`config.mk`:
```
export PLATFORM = sky130hd
export DESIGN_NAME = fdi_data_if
export DESIGN_NICKNAME = d
export VERILOG_FILES = /design/src/inc/fdi_pkg.sv /design/src/fdi_rate_gen.sv /design/src/fdi_data_if.sv
export SDC_FILE = /design/constraint.sdc
export NUM_CORES = 1
export LEC_CHECK = 0
export BUFFER_PORTS_ARGS = -buffer_cell sky130_fd_sc_hd__buf_4
export CAP_MARGIN = 20
export CORE_UTILIZATION = 58
export CTS_CLUSTER_DIAMETER = 100
export DETAILED_ROUTE_END_ITERATION = 8
export GPL_TIMING_DRIVEN = 1
export HOLD_SLACK_MARGIN = 0.03
export PLACE_DENSITY = 0.79
export SETUP_SLACK_MARGIN = 0.02
export SLEW_MARGIN = 30
export SYNTH_ARGS = -nofsm -noshare
export SYNTH_HDL_FRONTEND = slang
export SYNTH_SLANG_ARGS = --single-unit
```
`constraint.sdc`:
```
create_clock -name clk_sys -period 2.4 [get_ports clk_sys]
set_input_delay 0.48 -clock clk_sys [delete_from_list [all_inputs] [get_ports clk_sys]]
set_output_delay 0.48 -clock clk_sys [all_outputs]
set_load 0.05 [all_outputs]
```
`src/inc/fdi_pkg.sv`:
```
package fdi_pkg;
   // ==========================================================
   // Register indices (documented offsets)
   localparam logic [6:0] OFS_MAIN_CONTROL   = 7'h00;
   localparam logic [6:0] OFS_MOD_PREFILTER  = 7'h01;
   localparam logic [6:0] OFS_CLK_EXPONENT   = 7'h06;
   localparam logic [6:0] OFS_BITRATE_REFDIV = 7'h07;

   // ==========================================================
   // Field positions
   localparam int POS_FRONT_AMP_BYPASS = 7;
   localparam int POS_SYNC_SELECT      = 3;
   localparam int POS_OP_STATE_LO      = 1;
   localparam int POS_PREFILTER_LO     = 0;
   localparam int POS_EXP_HI           = 0;
   localparam int POS_EXP_LO           = 6;
   localparam int POS_REFDIV_LO        = 0;

   // ==========================================================
   // Reset values
   localparam logic [7:0] RST_MAIN_CONTROL   = 8'h00;
   localparam logic [7:0] RST_MOD_PREFILTER  = 8'h00;
   localparam logic [7:0] RST_CLK_EXPONENT   = 8'h00;
   localparam logic [7:0] RST_BITRATE_REFDIV = 8'h01;

   // ==========================================================
   // Bit-rate divider limits
   localparam logic [2:0] EXP_MAX    = 3'h6;
   localparam logic [2:0] EXP_BASE   = 3'h7;
   localparam logic [5:0] REFDIV_MIN = 6'h01;

   // ==========================================================
   // Operating states and cutoff codes
   typedef enum logic [1:0] {
      OPS_POWER_DOWN = 2'h0,
      OPS_STANDBY    = 2'h1,
      OPS_RECEIVE    = 2'h2,
      OPS_TRANSMIT   = 2'h3
   } fdi_op_state_t;

   localparam logic [1:0] CUT_100K = 2'h0;
   localparam logic [1:0] CUT_150K = 2'h1;
   localparam logic [1:0] CUT_230K = 2'h2;
   localparam logic [1:0] CUT_340K = 2'h3;
endpackage

```
`src/fdi_rate_gen.sv`:
```
`timescale 1ns/100ps
// ==========================================================
// Bit-rate tick generator: xtal tick / (K * 2^(7-exp))
module fdi_rate_gen #(
   parameter int CW = 13
) (
   input  wire logic       clk_sys,    // System clock
   input  wire logic       rst_sync_n, // Synchronised reset
   input  wire logic       run,        // Enable generator
   input  wire logic       xtal_tick,  // Crystal-rate tick
   input  wire logic [5:0] ref_div,    // Reference divider K
   input  wire logic [2:0] exponent,   // Bit-rate exponent
   output logic            half_tick   // Pulse at twice bit rate
);
   logic [CW-1:0] cnt_reg;
   logic [CW-1:0] cnt_next;
   logic [CW-1:0] period_half;
   logic [5:0]    k_eff;
   logic [2:0]    e_eff;
   logic          wrap;

   // Out-of-range K or exponent clamped so the divider never stalls
   assign k_eff = (ref_div < fdi_pkg::REFDIV_MIN) ? fdi_pkg::REFDIV_MIN : ref_div;
   assign e_eff = (exponent > fdi_pkg::EXP_MAX) ? fdi_pkg::EXP_MAX : exponent;
   // Half of K * 2^(7-exp): edges twice per bit
   assign period_half = CW'({7'h00, k_eff} << (fdi_pkg::EXP_BASE - e_eff - 3'h1));
   assign wrap        = xtal_tick && (cnt_reg + CW'(1) >= period_half);
   assign cnt_next    = !run ? '0 : (!xtal_tick ? cnt_reg : (wrap ? '0 : cnt_reg + CW'(1)));

   // Divider counter
   always_ff @(posedge clk_sys or negedge rst_sync_n) begin
      if (!rst_sync_n) begin
         cnt_reg   <= '0;
         half_tick <= 1'b0;
      end else begin
         cnt_reg   <= cnt_next;
         half_tick <= run && wrap;
      end
   end
endmodule // fdi_rate_gen

```
`src/fdi_data_if.sv`:
```
`timescale 1ns/100ps
module fdi_data_if #(
   parameter int CW = 13
) (
   input  wire logic       clk_sys,         // System clock
   input  wire logic       rst_n,           // Async reset, active low
   input  wire logic       xtal_tick,       // Crystal-rate tick
   input  wire logic       reg_wr,          // Register write strobe
   input  wire logic [6:0] reg_addr,        // Register index
   input  wire logic [7:0] reg_wdata,       // Register write data
   output logic      [7:0] reg_rdata,       // Register read data
   input  wire logic       demod_i_lags_q,  // Phase detector: I lags Q
   input  wire logic       serial_data_in,  // Data pin input
   output logic            serial_data_out, // Data pin output
   output logic            serial_data_oe,  // Data pin output enable
   output logic            bit_clock_pin,   // Bit clock pin output
   output logic            bit_clock_oe,    // Bit clock pin enable
   output logic            mod_data,        // Data to modulator
   output logic            front_amp_bypass,// Front amplifier bypass
   output logic      [1:0] prefilter_cut,   // Prefilter cutoff code
   output logic      [1:0] op_state,        // Operating state
   output logic            sync_active      // Synchronous mode live
);
   // ==========================================================
   // Overview
   // Four control registers are written over the index bus and feed the
   // link side. The data pin is driven only in receive; in transmit the
   // host owns it and must keep it released until it sends, because the
   // pin level reaches the modulator with no filtering.
   // In synchronous receive the bit clock is the programmed bit-rate clock; no phase
   // recovery is done, so the far transmitter must hold the same rate.
   // The bit synchronizer clock field is stored and read back but unused.
   // Outputs are all registered and so trail the register file by a cycle.

   // ==========================================================
   // Reset synchroniser
   // Release ripples through two stages so all registers leave reset together
   logic rst_meta_reg;
   logic rst_sync_n;
   always_ff @(posedge clk_sys or negedge rst_n) begin
      if (!rst_n) begin
         rst_meta_reg <= 1'b0;
         rst_sync_n   <= 1'b0;
      end else begin
         rst_meta_reg <= 1'b1;
         rst_sync_n   <= rst_meta_reg;
      end
   end

   // ==========================================================
   // Register file
   logic [7:0] main_control_reg;
   logic [7:0] mod_prefilter_reg;
   logic [7:0] clk_exponent_reg;
   logic [7:0] bitrate_refdiv_reg;
   logic       wr_main;
   logic       wr_modpf;
   logic       wr_exp;
   logic       wr_rate;
   logic [7:0] rdata_next;

   // Index compare shared by the write decode and the read select
   function automatic logic index_hit(input logic [6:0] addr,
                                      input logic [6:0] ofs);
      return addr == ofs;
   endfunction

   // Address decode; a write to an unmapped index is dropped
   assign wr_main  = reg_wr && index_hit(reg_addr, fdi_pkg::OFS_MAIN_CONTROL);
   assign wr_modpf = reg_wr && index_hit(reg_addr, fdi_pkg::OFS_MOD_PREFILTER);
   assign wr_exp   = reg_wr && index_hit(reg_addr, fdi_pkg::OFS_CLK_EXPONENT);
   assign wr_rate  = reg_wr && index_hit(reg_addr, fdi_pkg::OFS_BITRATE_REFDIV);
   // Unmapped indices read as zero
   assign rdata_next =
      index_hit(reg_addr, fdi_pkg::OFS_MAIN_CONTROL)   ? main_control_reg   :
      index_hit(reg_addr, fdi_pkg::OFS_MOD_PREFILTER)  ? mod_prefilter_reg  :
      index_hit(reg_addr, fdi_pkg::OFS_CLK_EXPONENT)   ? clk_exponent_reg   :
      index_hit(reg_addr, fdi_pkg::OFS_BITRATE_REFDIV) ? bitrate_refdiv_reg : 8'h00;

   // Register writes; read data is registered and lags the index by a cycle
   always_ff @(posedge clk_sys or negedge rst_sync_n) begin
      if (!rst_sync_n) begin
         main_control_reg   <= fdi_pkg::RST_MAIN_CONTROL;
         mod_prefilter_reg  <= fdi_pkg::RST_MOD_PREFILTER;
         clk_exponent_reg   <= fdi_pkg::RST_CLK_EXPONENT;
         bitrate_refdiv_reg <= fdi_pkg::RST_BITRATE_REFDIV;
         reg_rdata          <= 8'h00;
      end else begin
         if (wr_main) main_control_reg <= reg_wdata;
         if (wr_modpf) mod_prefilter_reg <= reg_wdata;
         if (wr_exp) clk_exponent_reg <= reg_wdata;
         if (wr_rate) bitrate_refdiv_reg <= reg_wdata;
         reg_rdata <= rdata_next;
      end
   end

   // ==========================================================
   // Field extraction
   logic          sync_sel;
   logic [1:0]    state_code;
   logic [2:0]    rate_exp;
   logic [5:0]    ref_div;
   fdi_pkg::fdi_op_state_t st;
   logic          is_rx;
   logic          is_tx;
   logic          sync_rx;
   logic          sync_tx;
   logic          clk_run;

   assign sync_sel   = main_control_reg[fdi_pkg::POS_SYNC_SELECT];
   assign state_code = main_control_reg[fdi_pkg::POS_OP_STATE_LO +: 2];
   assign rate_exp   = {clk_exponent_reg[fdi_pkg::POS_EXP_HI],
                        bitrate_refdiv_reg[fdi_pkg::POS_EXP_LO +: 2]};
   assign ref_div    = bitrate_refdiv_reg[fdi_pkg::POS_REFDIV_LO +: 6];
   assign st         = fdi_pkg::fdi_op_state_t'(state_code);

   // State decode
   // Power down and standby leave the link idle: pins released, clock low
   always_comb begin
      is_rx = 1'b0;
      is_tx = 1'b0;
      case (st)
         fdi_pkg::OPS_RECEIVE:  is_rx = 1'b1;
         fdi_pkg::OPS_TRANSMIT: is_tx = 1'b1;
         fdi_pkg::OPS_POWER_DOWN, fdi_pkg::OPS_STANDBY: is_rx = 1'b0;
         default: is_rx = 1'b0;
      endcase
   end
   assign sync_rx = sync_sel && is_rx;
   assign sync_tx = sync_sel && is_tx;
   // Device is link clock master only while a synchronous mode is live
   assign clk_run = sync_rx || sync_tx;

   // ==========================================================
   // Bit clock generation; runs only in synchronous modes
   // Counter restarts when sync drops, so a new mode starts on a clean half period
   logic half_tick;
   fdi_rate_gen #(.CW(CW)) u_rate (
      .clk_sys    (clk_sys),
      .rst_sync_n (rst_sync_n),
      .run        (clk_run),
      .xtal_tick  (xtal_tick),
      .ref_div    (ref_div),
      .exponent   (rate_exp),
      .half_tick  (half_tick)
   );

   // ==========================================================
   // Link datapath
   logic clk_level_next;
   logic rise;
   logic demod_bit;
   logic rx_data_next;
   logic tx_data_next;

   // Synchronous path takes a new bit only at a rising clock, else passes through
   function automatic logic link_next(input logic sync_on,
                                      input logic take,
                                      input logic fresh,
                                      input logic held);
      return (sync_on && !take) ? held : fresh;
   endfunction

   // Clock toggles each half period; forced low outside sync so no stray edge
   assign clk_level_next = clk_run ? (bit_clock_pin ^ half_tick) : 1'b0;
   assign rise           = half_tick && !bit_clock_pin;
   assign demod_bit      = demod_i_lags_q;
   // Receive: transparent, or updated only on rising edge
   assign rx_data_next   = link_next(sync_rx, rise, demod_bit, serial_data_out);
   // Transmit: transparent, or sampled on rising edge
   assign tx_data_next   = link_next(sync_tx, rise, serial_data_in, mod_data);

   // Link pins and modulator data
   always_ff @(posedge clk_sys or negedge rst_sync_n) begin
      if (!rst_sync_n) begin
         bit_clock_pin    <= 1'b0;
         bit_clock_oe     <= 1'b0;
         serial_data_out  <= 1'b0;
         serial_data_oe   <= 1'b0;
         mod_data         <= 1'b0;
      end else begin
         bit_clock_pin    <= clk_level_next;
         bit_clock_oe     <= clk_run;
         serial_data_out  <= rx_data_next;
         serial_data_oe   <= is_rx; // Released in transmit for the host to drive
         mod_data         <= is_tx ? tx_data_next : 1'b0;
      end
   end

   // ==========================================================
   // Configuration outputs
   // Registered copies, so every port comes straight from a flop
   always_ff @(posedge clk_sys or negedge rst_sync_n) begin
      if (!rst_sync_n) begin
         front_amp_bypass <= 1'b0;
         prefilter_cut    <= fdi_pkg::CUT_100K;
         op_state         <= 2'h0;
         sync_active      <= 1'b0;
      end else begin
         front_amp_bypass <= main_control_reg[fdi_pkg::POS_FRONT_AMP_BYPASS];
         prefilter_cut    <= mod_prefilter_reg[fdi_pkg::POS_PREFILTER_LO +: 2];
         op_state         <= state_code;
         sync_active      <= clk_run;
      end
   end
endmodule // fdi_data_if

```
==> metrics.yaml, run 1 <==
sta:
  setup_ws_ps: -707
  relSlewSlack_pct: 49.4
  whs_ps: 273
  setup_violations: 14
  post-route-period-util_pct: 129
  min_period_ps: 3110
  fmax_mhz: 322
  finalClockSkew_ps: 9.68
  rsz0062_at_grt: "yes"
  finalHoldViolCount: 0
  slew_violations: 0
  worstMarginPinSlew_ps: 756
placed_design:
  dp_hpwl_mm: 5.57
  io_buffer_count: 39
  gp_congestion: 0.838
  placed_cells: 457
  placed_area_um2: 4190
  pre_cts_ws_ps: -706
pwr:
  p_leak_nw: 2.31
  powerDensity_nw_per_um2: 614
  peakVddDrop_mv: 0.558
clock_network:
  htree_levels: 3
  root_buffer: "clkbuf_8"
  cts_buffers: 9
  clock-sinks: 66
  cts_tree: "yes"
  clk_pin_slew_ps: 80
  clock_latency_ps: 350
  cts_max_path_buffers: 2
route:
  drt_first_pass_iters: 4
  dr_total_vias: 2746
  wl_per_cell_um: 17.6
  drt_iter0_markers: 159
  via_per_inst: 5.70
  wirelength_mm: 8.49
  final_antenna_net_count: 0
  drcViolationCount: 0
synth:
  synth-simple-area-share_pct: 14.9
  yosysSeqAreaShare_pct: 48.7
  synth-main-ff-cell: "dfrtp_1"
  muxShareOfSynthArea_pct: 13.9
  ys_warn_count: 0
  synth_compound_area_share_pct: 11.0
  syn_area_um2: 3390
  synthArstFlopShare_pct: 100
  syn-num-nets: 342
  ys_ff_latch: 66
  synth_edf_count: 0
  yosys.cell_types.count: 49
  syn_inst: 305
  synth_top_family_by_area: "simple AND/OR/NAND/NOR gates"
  synthTopCellsByArea: "dfrtp_1 (48%), mux2_2 (6.0%), ha_1 (5.9%)"
  synth_fa_ha_area_share_pct: 5.90
  synth-xor-area-share_pct: 3.10
  avgSynthCellArea_um2: 11.1
  synth_top_area_cell: "dfrtp_1"
  synth_top_area_share_pct: 48.0
cells_and_area:
  largest_reg_flops: 13
  fin_util_pct: 83.3
  regArea_um2: 1660
  instances_no_fill: 482
  final_layout_size_suffix_gt1_share_pct: 43.7
  nNetsFinal: 442
  area_growth_pct: 36.9
  final_area_um2: 4640
  nFillCells: 325
  diodes: 0
  multi_input_area_um2: 1850
setup_path:
  arrival_ps: 3380
  worstReg2RegStart: "bitrate_refdiv_reg[7]"
  startpoint: "bitrate_refdiv_reg[7]"
  r2r_setup_slack_ps: -710
  critical_path.max_fanout: 10
  criticalPathCategory: "reg2reg"
  worst_setup_path_start_kind: "flop"
  crit_path_end_kind: "flop"
  reg2reg_depth: 12
  crit_required_ps: 2670
  worstReg2RegEnd: "u_rate.cnt_reg[10]"
floorplan:
  num_io_pins: 40
  die-area_um2: 6160
  coreArea_um2: 5570
  die-width_um: 78.5
  num_rows: 27
  start_util_pct: 60.8
  die_y_um: 78.5
grt:
  overflow: 0
  grt_pass1_wl_mm: 13.5
  grt_antenna_before_repair: 0
  grt_max_degree: 65
  first_global_vias: 2820
  grtUsageTotal_pct: 29.4
flow_run:
  maxCapViolations: 0
outcome:
  status: "finished, violations left"
  failed_checks: "negative setup slack"
hold_path:
  min_path_type: "reg2async"
routing by layer:
metal  part of all wire (%)  GRT usage (%)
met2                     54           53.1
met5                      0              0
met3                    3.6           6.63
met4                    1.6           12.8
met1                     41           33.0
synth_stat cells, drive strengths merged (5+ instances only):
master,number
buf,8
a21oi,21
dfrtp,65
mux2i,9
a22o,8
a221oi,8
o21ai,9
clkbuf,5
mux2,34
xnor2,7
ha,16
nor2,41
nand3,14
nand2,16
xor2,5
area by class of cell:
class,count,share of cell area [%]
sequential,66,35.7
clock buffer,13,3.85
clock inverter,3,1.48
timing repair buffer,102,17.1
tap,72,1.94
inverter,2,0.162
multi-input combinational,224,39.8
cells by family (layout without fill, tap and decap cells):
group                    count (synthesis)  count (layout)
AO/OA/AOI/OAI                           54              54
XOR/XNOR                                12              12
adder cells (fa/ha/maj)                 16              16
buffers and inverters                   15             120
flip-flops                              66              66
multiplexers                            43              43
other                                    1               1
AND/OR/NAND/NOR                         98              98
through the flow:
step / TNS, ps / total power, mW
after global routing: -10670 / 2.93
final: -9170 / 2.85
after CTS: -8110 / 2.81
after global placement: -7590 / 1.65
after floorplan: -8100 / 1.49
after detailed placement: -8890 / 1.66
how the worst max path moves through the flow:
stage / endpoint / slack (ps) / cells after the start
floorplan: u_rate.cnt_reg[10] / -680 / 14
global placement: u_rate.cnt_reg[10] / -590 / 13
detailed placement: u_rate.cnt_reg[10] / -710 / 13
CTS: u_rate.cnt_reg[2] / -640 / 13
global route: u_rate.cnt_reg[10] / -820 / 14
finish: u_rate.cnt_reg[10] / -710 / 12
cells in the final DEF, fill, tap and decap left out, types with 8 or more instances in the layout:
master / n
nand2_1: 16
clkbuf_8: 13
a22o_1: 8
mux2_1: 16
nand3_1: 10
ha_1: 13
dfrtp_1: 63
mux2_2: 18
nor2_1: 37
a21oi_1: 17
buf_4: 96
a221oi_1: 8
where the power goes:
| group | leakage (nW) | switching [mW] | total [mW] | internal [mW] |
|---|---|---|---|---|
| combinational | 1.29 | 0.262 | 0.501 | 0.239 |
| sequential | 0.896 | 0.0369 | 1.21 | 1.17 |
| clock | 0.126 | 0.442 | 1.14 | 0.701 |
what timing repair did:
action                                  CTS  global route
gates resized for setup                   6            27
hold buffers                              1             0
endpoints found under the setup margin   14            14
hold endpoints to repair                  2             0
pin swaps                                 5            10
setup buffers                             5             3
critical path, cell delays in order (launching register included):
cell     delay, ps
dfrtp_1        420
buf_4          170
ha_4           350
mux2i_1        360
a32oi_2        120
ha_1           340
o21ai_1         90
nor2_1          80
or4_4          490
o21ai_4        260
buf_6          140
a21oi_2         50
a31oi_2        140
Note: power is estimated with default switching activity, not from simulation.
==> run 2, diff against run 1 <==
- CORE_UTILIZATION: 58 -> 59
- CTS_CLUSTER_SIZE: not set -> 30
- PLACE_DENSITY: 0.79 -> 0.8
- SYNTH_HIERARCHICAL: not set -> 1
==> metrics.yaml, run 2 <==
outcome:
  status: "finished, violations left"
  failed_checks: "negative setup slack"
route:
  drt_iter0_markers: 177
  wl_per_cell_um: 18.2
  wirelength_mm: 8.36
  drcViolationCount: 0
  final_antenna_net_count: 0
  via_per_inst: 6.03
  dr_total_vias: 2770
  drt_first_pass_iters: 4
synth:
  synth_top_area_share_pct: 44.9
  yosys.cell_types.count: 55
  synth-main-ff-cell: "dfrtp_1"
  synth_edf_count: 0
  synth_top_area_cell: "dfrtp_1"
  syn-num-nets: 333
  avgSynthCellArea_um2: 12.2
  synthTopCellsByCount: "dfrtp_1 (65), mux2i_1 (27), mux2_2 (25), nand2_1 (18), nor2_1 (18)"
  synthTopCellsByArea: "dfrtp_1 (45%), mux2_2 (7.8%), mux2i_1 (7.5%)"
  yosysSeqAreaShare_pct: 45.6
  ys_warn_count: 6
  syn_area_um2: 3620
  syn_inst: 296
  ys_ff_latch: 66
  yosysMostFrequentCell: "dfrtp_1"
  synthArstFlopShare_pct: 100
pwr:
  combPwrFrac_pct: 21.9
  powerDensity_nw_per_um2: 606
  power.share.clock_pct: 35.2
  p_int_mw: 2.01
  p_seq_share_pct: 42.9
  p_sw_mw: 0.812
  switching_share_pct: 28.8
  fin_total_pwr_mw: 2.82
  p_leak_nw: 2.27
  peakVddDrop_mv: 0.574
setup_path:
  crit_path_end_kind: "flop"
  worstReg2RegEnd: "u_rate/cnt_reg[1]"
  r2r_setup_slack_ps: -630
  crit_required_ps: 2630
  worstReg2RegStart: "bitrate_refdiv_reg[2]"
  critical_path.max_fanout: 5
  slowest_stage: "or4_4"
  criticalPathCategory: "reg2reg"
  worst_setup_path_start_kind: "flop"
  arrival_ps: 3260
  cp_num_cells: 11
  crit_chain: "or4_4 -> o21bai_4 -> mux2i_4 -> mux2i_2 -> nand2_1 -> ha_4 -> nand4_1 -> o21bai_1 -> o2111ai_2 -> and3_4 -> a32o_1"
  critPathTopFamily: "simple AND/OR/NAND/NOR gates"
  critPathBufInv: 0
  reg2reg_depth: 11
  cp_slowest_stage_delay_ps: 560
floorplan:
  die-area_um2: 6450
  die-width_um: 80.3
  num_io_pins: 40
  start_util_pct: 61.2
  die_y_um: 80.3
  num_rows: 28
  coreArea_um2: 5920
clock_network:
  cts_buffers: 9
  cts_tree: "yes"
  clock-sinks: 66
  clock_latency_ps: 350
  htree_levels: 3
  clk_pin_slew_ps: 70
  cts_max_path_buffers: 2
  root_buffer: "clkbuf_8"
placed_design:
  pre_cts_ws_ps: -584
  placed_area_um2: 4310
  placed_cells: 439
  dp_hpwl_mm: 5.52
  io_buffer_count: 39
  gp_congestion: 0.906
cells_and_area:
  final_cell_mix: "buf_4 (79), dfrtp_1 (63), mux2_2 (25)"
  diodes: 0
  area_growth_pct: 28.4
  multi_input_area_um2: 2000
  final_common_cell: "buf_4"
  regArea_um2: 1660
  final_layout_size_suffix_gt1_share_pct: 44.3
  largest_reg_flops: 13
  final_area_um2: 4650
  nFillCells: 363
  fin_util_pct: 78.6
  nNetsFinal: 416
  instances_no_fill: 459
sta:
  setup_violations: 14
  whs_ps: 239
  finalClockSkew_ps: 8.30
  fmax_mhz: 330
  worstMarginPinSlew_ps: 534
  fin_tns_setup_ps: -8120
  min_period_ps: 3030
  setup_ws_ps: -631
  finalHoldViolCount: 0
  relSlewSlack_pct: 64.3
  rsz0062_at_grt: "yes"
  slew_violations: 0
  post-route-period-util_pct: 126
grt:
  grt_antenna_before_repair: 0
  grt_max_degree: 46
  grtUsageTotal_pct: 27.3
  grt_pass1_wl_mm: 13.1
  first_global_vias: 2819
  overflow: 0
flow_run:
  maxCapViolations: 0
hold_path:
  min_path_type: "reg2async"
run 2: worst max path at each step:
stage                                   end                  start  slack [ps]
final                     u_rate/cnt_reg[1]  bitrate_refdiv_reg[2]        -630
after global routing      u_rate/cnt_reg[3]  bitrate_refdiv_reg[2]        -760
after CTS                 u_rate/cnt_reg[4]  bitrate_refdiv_reg[3]        -460
after detailed placement  u_rate/cnt_reg[5]    clk_exponent_reg[0]        -580
after global placement    u_rate/cnt_reg[3]  bitrate_refdiv_reg[1]        -460
after floorplan           u_rate/cnt_reg[3]  bitrate_refdiv_reg[1]        -480
run 2: worst register-to-register path, cell delays in order (launching register included):
cell and delay (ps):
dfrtp_1 380, or4_4 560, o21bai_4 200, mux2i_4 100, mux2i_2 210, nand2_1 130
ha_4 290, nand4_1 130, o21bai_1 250, o2111ai_2 190, and3_4 250, a32o_1 230
run 2: cell type report:
| type | count | area share, % |
|---|---|---|
| clock inverters | 5 | 1.29 |
| inverters | 3 | 0.242 |
| repair buffers | 85 | 14.6 |
| clock buffers | 11 | 3.26 |
| multi-input cells | 214 | 43.0 |
| well taps | 75 | 2.02 |
| flip-flops and latches | 66 | 35.6 |
run 2: routing by layer:
| layer | vias up | wire length [um] | GRT usage, % | share of wire [%] |
|---|---|---|---|---|
| met3 | 16 | 352 | 7.61 | 4.2 |
| met1 | 1405 | 3660 | 33.0 | 44 |
| li1 | 1262 | - | - | - |
| met2 | 87 | 4200 | 45.8 | 50 |
| met4 | 0 | 151 | 11.1 | 1.8 |
| met5 | - | 0 | 0 | 0 |
run 2: what timing repair did:
item | 4_1_cts | 5_1_grt
gates resized for setup | 9 | 13
hold buffers | 1 | 0
endpoints found under the setup margin | 14 | 14
cloned | 0 | 1
endpoints found under the hold margin | 2 | 0
setup buffers | 1 | 1
pin swaps | 7 | 19
run 2: kinds of logic after synthesis:
group / count (synthesis) / share of synthesized area (%)
and+or+nand+nor: 86 / 14.8
other: 1 / 0.104
DFF: 66 / 45.6
adders and majority gates: 16 / 5.53
muxes: 60 / 18.6
buffers and inverters: 17 / 3.07
xor gates and xnor gates: 13 / 3.35
AOI/OAI and AO/OA: 37 / 8.98
run 2: power groups by stage:
| stage | logic (mW) | registers (mW) | clock network, mW |
|---|---|---|---|
| floorplan | 0.309 | 1.27 | 0 |
| global placement | 0.500 | 1.23 | 0 |
| detailed placement | 0.513 | 1.23 | 0 |
| CTS | 0.539 | 1.21 | 1.01 |
| global route | 0.657 | 1.22 | 1.06 |
| finish | 0.616 | 1.21 | 0.992 |
